--- config.mk ---
export PLATFORM = sky130hd
export DESIGN_NAME = epr_top
export DESIGN_NICKNAME = d
export VERILOG_FILES = /design/src/verilog/epr_pkg.sv /design/src/verilog/epr_filt_if.sv /design/src/verilog/epr_glitch_filter.sv /design/src/verilog/epr_top.sv
export VERILOG_INCLUDE_DIRS = /design/src /design/src/verilog
export SDC_FILE = /design/constraint.sdc
export NUM_CORES = 1
export LEC_CHECK = 0
export ABC_CLOCK_PERIOD_IN_PS = 3050
export CAP_MARGIN = 40
export CORE_ASPECT_RATIO = 1.4
export CORE_MARGIN = 2
export CORE_UTILIZATION = 30
export DETAILED_ROUTE_END_ITERATION = 8
export DONT_BUFFER_PORTS = 1
export PLACE_DENSITY = 0.51
export REMOVE_ABC_BUFFERS = 1
export SLEW_MARGIN = 20
export SYNTH_ARGS = -nofsm -noshare
export SYNTH_HDL_FRONTEND = slang
export SYNTH_HIERARCHICAL = 1
export SYNTH_SLANG_ARGS = --single-unit
--- constraint.sdc ---
create_clock -name clk_i -period 3.05 [get_ports clk_i]
set_input_delay 0.1525 -clock clk_i [delete_from_list [all_inputs] [get_ports clk_i]]
set_output_delay 0.1525 -clock clk_i [all_outputs]
set_load 0.01 [all_outputs]
--- src/verilog/epr_params.svh ---
`ifndef EPR_PARAMS_SVH
`define EPR_PARAMS_SVH
// clock period in ns (25 MHz)
`define EPR_CLK_NS 40
// least low time on the pin that counts as a reset, in ns
`define EPR_FILT_NS 2000
// least low time in cycles, rounded up
`define EPR_FILT_CYC ((`EPR_FILT_NS + `EPR_CLK_NS - 1) / `EPR_CLK_NS)
// width of the glitch filter counter
`define EPR_FILT_CNT_W 8
// power-on pulse length after supply good, in ns
`define EPR_POR_NS 160
// power-on pulse length in cycles, rounded up
`define EPR_POR_CYC ((`EPR_POR_NS + `EPR_CLK_NS - 1) / `EPR_CLK_NS)
// width of the power-on pulse counter
`define EPR_POR_CNT_W 4
// power-on flag value forced by a power-on reset
`define EPR_POR_FLAG_RST 1'b0
`endif

--- src/verilog/epr_pkg.sv ---
`default_nettype none
package epr_pkg;
    // glitch filter states
    typedef enum logic [1:0] {
        EPR_FILT_IDLE,
        EPR_FILT_COUNT,
        EPR_FILT_LOW
    } epr_filt_state_t;
endpackage : epr_pkg
`default_nettype wire

--- src/verilog/epr_filt_if.sv ---
`timescale 1ns/1ps
`default_nettype none
// carrier between the top and the glitch filter
interface epr_filt_if;
    logic pin_low; // pin seen low this cycle
    logic enable; // pin configured for reset use
    logic filt_low; // low has lasted long enough
    modport filt (input pin_low, input enable, output filt_low);
    modport user (output pin_low, output enable, input filt_low);
endinterface : epr_filt_if
`default_nettype wire

--- src/verilog/epr_glitch_filter.sv ---
`timescale 1ns/1ps
`default_nettype none
`include "epr_params.svh"
module epr_glitch_filter (
    // clock and reset
    input wire logic clk_i,
    input wire logic arst_n_i,
    // filter carrier
    epr_filt_if.filt fl
);
    // filter state and low-time counter
    epr_pkg::epr_filt_state_t state_q, state_d;
    logic [`EPR_FILT_CNT_W-1:0] cnt_q, cnt_d;
    // low seen while enabled
    wire logic low_en = fl.pin_low & fl.enable;
    // counter reached the least low time
    wire logic cnt_done = (cnt_q == `EPR_FILT_CNT_W'(`EPR_FILT_CYC - 1));

    // next state: any high or disable drops back to idle
    always_comb begin
        state_d = state_q;
        cnt_d = cnt_q;
        case (state_q)
            epr_pkg::EPR_FILT_IDLE: begin
                cnt_d = '0;
                if (low_en) begin
                    state_d = epr_pkg::EPR_FILT_COUNT;
                end
            end
            epr_pkg::EPR_FILT_COUNT: begin
                if (!low_en) begin
                    // short pulse discarded
                    state_d = epr_pkg::EPR_FILT_IDLE;
                    cnt_d = '0;
                end else if (cnt_done) begin
                    state_d = epr_pkg::EPR_FILT_LOW;
                end else begin
                    cnt_d = cnt_q + `EPR_FILT_CNT_W'(1);
                end
            end
            default: begin
                // stays low while pin held low
                if (!low_en) begin
                    state_d = epr_pkg::EPR_FILT_IDLE;
                end
            end
        endcase
    end

    // state registers
    always_ff @(posedge clk_i or negedge arst_n_i) begin
        if (!arst_n_i) begin
            state_q <= epr_pkg::EPR_FILT_IDLE;
            cnt_q <= '0;
        end else begin
            state_q <= state_d;
            cnt_q <= cnt_d;
        end
    end

    // filtered low only once held long enough
    assign fl.filt_low = (state_q == epr_pkg::EPR_FILT_LOW);
endmodule : epr_glitch_filter
`default_nettype wire

--- src/verilog/epr_top.sv ---
`timescale 1ns/1ps
`default_nettype none
`include "epr_params.svh"
// Notes on behaviour
// - low enabled pin holds device in reset
// - short low pulses on pin are filtered
// - pin is never driven by internal resets
// - config bit disables pin reset function
// - disabled pin reads as a digital input
// - supply rise gives a power-on reset pulse
// - power-on flag cleared by power-on, kept through watchdog and pin resets
// - only software may set the flag
module epr_top (
    // clock and power-on reset (low while supply below threshold)
    input wire logic clk_i,
    input wire logic arst_n_i,
    // external reset pin, two-way pad signals
    input wire logic external_reset_pin_i,
    output logic external_reset_pin_o,
    output logic external_reset_pin_oe_o,
    // configuration
    input wire logic ext_reset_pin_enable_cfg_i,
    // other internal reset source
    input wire logic watchdog_timer_rst_i,
    // power-on flag of the reset control register
    input wire logic por_flag_wr_i,
    input wire logic por_flag_wdata_i,
    output logic por_flag_o,
    // pin as digital input
    output logic pin_data_o,
    // combined reset to the device and power-on pulse
    output logic sys_rst_n_o,
    output logic por_pulse_o
);
    // filter carrier
    epr_filt_if fl ();
    // power-on pulse counter
    logic [`EPR_POR_CNT_W-1:0] por_cnt_q;
    // power-on flag, combined reset, pin data
    logic por_flag_q;
    logic sys_rst_q;
    logic pin_data_q;

    // pin low is an active reset level
    assign fl.pin_low = ~external_reset_pin_i;
    assign fl.enable = ext_reset_pin_enable_cfg_i;

    // filter instance
    epr_glitch_filter u_filt (
        .clk_i(clk_i),
        .arst_n_i(arst_n_i),
        .fl(fl)
    );

    // power-on pulse still running
    wire logic por_active = (por_cnt_q != `EPR_POR_CNT_W'(`EPR_POR_CYC));
    // any enabled source active
    wire logic src_active = por_active | watchdog_timer_rst_i
        | (fl.filt_low & ext_reset_pin_enable_cfg_i);
    // flag next value: only a write changes it
    wire logic por_flag_d = por_flag_wr_i ? por_flag_wdata_i : por_flag_q;

    // power-on pulse counts from supply good
    always_ff @(posedge clk_i or negedge arst_n_i) begin
        if (!arst_n_i) begin
            por_cnt_q <= '0;
        end else if (por_active) begin
            por_cnt_q <= por_cnt_q + `EPR_POR_CNT_W'(1);
        end
    end

    // power-on flag: cleared by power-on or by a software write of 0
    always_ff @(posedge clk_i or negedge arst_n_i) begin
        if (!arst_n_i) begin
            por_flag_q <= `EPR_POR_FLAG_RST;
        end else begin
            por_flag_q <= por_flag_d;
        end
    end

    // combined reset: async assert on power-on, clocked assert from other sources, clocked release
    always_ff @(posedge clk_i or negedge arst_n_i) begin
        if (!arst_n_i) begin
            sys_rst_q <= 1'b1;
        end else begin
            sys_rst_q <= src_active;
        end
    end

    // pin level for software, only when not a reset pin
    always_ff @(posedge clk_i or negedge arst_n_i) begin
        if (!arst_n_i) begin
            pin_data_q <= 1'b0;
        end else begin
            pin_data_q <= ~ext_reset_pin_enable_cfg_i & external_reset_pin_i;
        end
    end

    // outputs; pad is input only
    assign external_reset_pin_o = 1'b0;
    assign external_reset_pin_oe_o = 1'b0;
    assign por_flag_o = por_flag_q;
    assign pin_data_o = pin_data_q;
    assign sys_rst_n_o = ~sys_rst_q;
    assign por_pulse_o = por_active;
endmodule : epr_top
`default_nettype wire
# == Yosys cells after proc, flatten, opt, wreduce, memory -nomap -nowiden ==
# Index checks and enable logic that the tools add are counted.
# totals
register_bits,17
inputBits,7
out_inout_bits,6
word_cells,36
# op_classes
add_sub_neg,2
eq_ne,8
n_mux,8
n_bitwise,8
n_reduce_logical,4
# op_table
cell,n
$mux W8,2
$pmux W8 S2,1
$ne A3 B3 Y1 const B,3
$add A8 B1 Y8 const B,1
$eq A8 B6 Y1 const B,1
$mux W2,4
$add A4 B1 Y4 const B,1
$ne A4 B3 Y1 const B,1
$pmux W2 S2,1
$and A1 B1 Y1,3
$not A1 Y1,3
$reduce_and A3 Y1,1
$eq A2 B1 Y1 const B,1
$eq A2 B2 Y1 const B,1
$logic_not A2 Y1,1
$ne A2 B1 Y1 const B,1
$or A1 B1 Y1,2
$reduce_and A2 Y1,1
$reduce_bool A2 Y1,1

# == Depth between registers and ports, before layout ==
# logic_depth
ltp_word,4
ltp_mapped,6
ltp_nobuf,6

# == Modules after synthesis ==
# The synthesis kept the hierarchy.
# by_module_without_submodules
module,instances,cells_each,area_each_um2,seq_area_each_um2
epr_glitch_filter,1,60,556.8,250.2
epr_top,1,29,345.3,176.4

# == Worst setup path after synthesis ==
# Ideal clock, no wire load.
# synth_path
path_type,register to register
from,reg u_filt.cnt_q[3]
to,reg u_filt.cnt_q[7]
setup_ps,121
arrival_ps,1319
t_required_ps,2929
slack_ps,1610
stages_incl_launch_ff,5
path_buffers,0
period_less_slack_ps,1440
cell_sequence,dfrtp_1 -> or3_4 -> o21ba_4 -> a21o_1 -> a22o_1
# synth_between
elab_chain_len,4
elab_cells_between_ends,7
cone_classes,add/sub (1); eq/ne (2); mux (3); reduce/logical (1)
# synth_rtl
item,line_no,text
start: declaration,epr_glitch_filter.sv:13,"logic [`EPR_FILT_CNT_W-1:0] cnt_q, cnt_d;"
start signal: assignment,epr_glitch_filter.sv:57,cnt_q <= cnt_d;
$add A8 B1 Y8,epr_glitch_filter.sv:38,cnt_d = cnt_q + `EPR_FILT_CNT_W'(1);
$mux W8,epr_glitch_filter.sv:35,end else if (cnt_done) begin
$mux W8,epr_glitch_filter.sv:31,if (!low_en) begin
$pmux W8 S2,epr_glitch_filter.sv:23,case (state_q)
# Parallel ways exist; a longest one is shown, timed or not. The select of a mux whose other input is x is not followed.
# A chain may end at the register's enable or synchronous reset.

# == Final worst setup path ==
# Ends and elaborated chain as after synthesis.

==> metrics.txt <==
number of enable flip-flop cells after synthesis 0; fmax 0.6491 GHz; Worst setup EP type flop; fraction of final layout cells sized beyond drive strength 1 ~14%; crit path kind reg2reg; # port buffers 0; Core Box Area ~2900 sq um; Final Hold Fails 0; CTS Buffer Depth 2; Final Cycle Share 50.51%; number of cell rows 23; Final setup viols 0; top post-synthesis cells by area dfrtp_1 44%, ha_1 5.5%, nor2_1 5.0%, o21ai_0 3.9%, dfstp_2 2.9%; Overflow after GRT 0; CTS tree done; FF+latch count, synth 17; fin worst setup slack ~1.5 ns; synth cell count leaders 16 x dfrtp_1, 12 x nor2_1, 7 x o21ai_0; R2R cell count 4; most common cell in the netlist dfrtp_1; Root Driver clkbuf_8; clock latency at the later pin of the worst-skew pair 0.25 ns; DRT Wirelength 1783 um; Hold Path Stages 1; all-layer global routing usage between 10% and 20%; top-area cell type share of the netlist area 44.38%; post-CTS setup buffer count 0; CTS H-tree depth 1; Max rail drop VDD between 0.15 and 0.2 mV; Yosys top cell by area dfrtp_1; Wirelength per Cell 13.61 um; clock skew 0.0007909 ns; Setup WS pre-CTS 1.543 ns; initial antenna violation count 0; post-layout util 35.39%; Final Max Tran Viols 0; first-pass GRT wire length approximately 2900 um; Yosys cell types 36; Worst EP required between 3 and 4 ns; Clock transition at path regs 0.07 ns; Syn Std Cell Area 902.1 sq um; Residual DRC 0; Ys Warns 6; DRT antenna net count 0; crit path DAT 1.68 ns; I/O Pins 13; number of antenna diodes 0; pwr/cell area 440.6 nW/um^2; Setup TNS 0 ns; RSZ-0062 raised after global routing false; post-cts repair resize count 0; Die X-Extent ~50 um; CTS Hold Bufs 3; DRT Pass-1 Iters 4; Avg Cell Area, Syn 10.14 sq um; hpwl dp 1280 um; hold_ws 0.02617 ns; vias per inst ~5.0; Seq/Total Area, Yosys 47.30%; ys async rst share 100.0%; Main synth FF type dfrtp_1; P&R area growth vs syn 12.90%; clock sink total 17; DR iter-0 viols 12; Final Net Count 106; die area 3468 sq um; Final Wtd Congestion 0.7965; vias in the first global route 648; chip height just under 70 um; largest net degree at the start of global routing 18; Starting Density 31.35%; max_cap viols 0; post-route minimum period between 1.5 and 2 ns; total number of vias 650; CTS Buf Count 3; critical path peak fanout 7; status finished clean; startpoint types flop; Static Leak approximately 0.00047 uW; worst hold path class in2reg; Post-Syn Instances between 80 and 90
## per-layer routing
layer | track usage (%) | up-vias | wire (um)
met5 | 0 | - | 0
met4 | 10.14 | 0 | 51
met3 | 1.940 | 4 | 32
met2 | 18.75 | 11 | 910
met1 | 12.74 | 318 | 789
li1 | - | 317 | -
## worst paths after layout
| kind | from | to | slack [ns] |
|---|---|---|---|
| max | u_filt/cnt_q[3] | u_filt/cnt_q[7] | 1.51 |
| min reg2reg | u_filt/cnt_q[6] | u_filt/cnt_q[6] | 0.50 |
| max reg2reg | u_filt/cnt_q[3] | u_filt/cnt_q[7] | 1.51 |
| min in group asynchronous | arst_n_i | u_filt/cnt_q[6] | 0.19 |
| max in group asynchronous | arst_n_i | sys_rst_q | 2.41 |
| min | ext_reset_pin_enable_cfg_i | sys_rst_q | 0.03 |
## layout by cell type (no fill, tap or decap), drive strengths merged, types with 2 or more instances in the layout
master       netlist  final
a21oi              4      4
and3               3      3
clkbuf             1      3
conb               1      2
dfrtp             16     16
dlygate4sd3        0      3
ha                 4      4
inv                5      5
mux2               3      3
mux2i              2      2
nand2              4      4
nand3              4      4
nand4b             2      2
nor2              12     12
nor2b              2      2
o21ai              7      7
or3                2      2
## metrics by stage
step,power [uW],instance area [sq um],cells
2_1_floorplan,267.8,880.8,86
3_3_place_gp,273.0,927.1,123
3_5_place_dp,275.3,927.1,123
4_1_cts,454.2,1003,130
5_1_grt,473.5,1018,131
6_report,448.7,1018,131
## cells by family (layout without fill, tap and decap cells)
| kind of cell | after synthesis | in the layout | share of synthesized area, % |
|---|---|---|---|
| AOI/OAI and AO/OA | 18 | 18 | 13.18 |
| xor gates and xnor gates | 1 | 1 | 0.9711 |
| adders and majority gates | 4 | 4 | 5.548 |
| buffers and inverters | 9 | 13 | 4.853 |
| DFF | 17 | 17 | 47.30 |
| muxes | 5 | 5 | 6.379 |
| other | 1 | 2 | 0.4157 |
| and+or+nand+nor | 34 | 34 | 21.36 |
## flip-flops by register name, summed over array words and instances, names as in the netlist
register	count
u_filt/state_q	2
por_flag_o	1
por_cnt_q	4
sys_rst_q	1
u_filt/cnt_q	8
pin_data_o	1
## critical path, stage by stage, from the launching register on
cell and delay, ns:
dfrtp_1 0.45, or3_4 0.43, o21ba_4 0.23, a21o_1 0.16, a22o_1 0.17
## power by group
part / internal, uW / switching (uW) / leakage [uW]
sequential: 236 / 10.6 / 0.000224
combinational: 15.8 / 18.6 / 0.000226
clock: 90.5 / 77.6 / 0.0000255
total: 342 / 107 / 0.000475
## final cells by class
cell class | count | area [sq um]
Fill cell | 297 | 1859
Tap cell | 37 | 46.29
Multi-Input combinational cell | 64 | 435.4
Timing Repair Buffer | 4 | 45.04
Sequential cell | 17 | 426.7
Clock inverter | 1 | 5.005
Clock buffer | 3 | 41.29
Inverter | 5 | 18.77
Note: power is estimated with default switching activity, not from simulation.
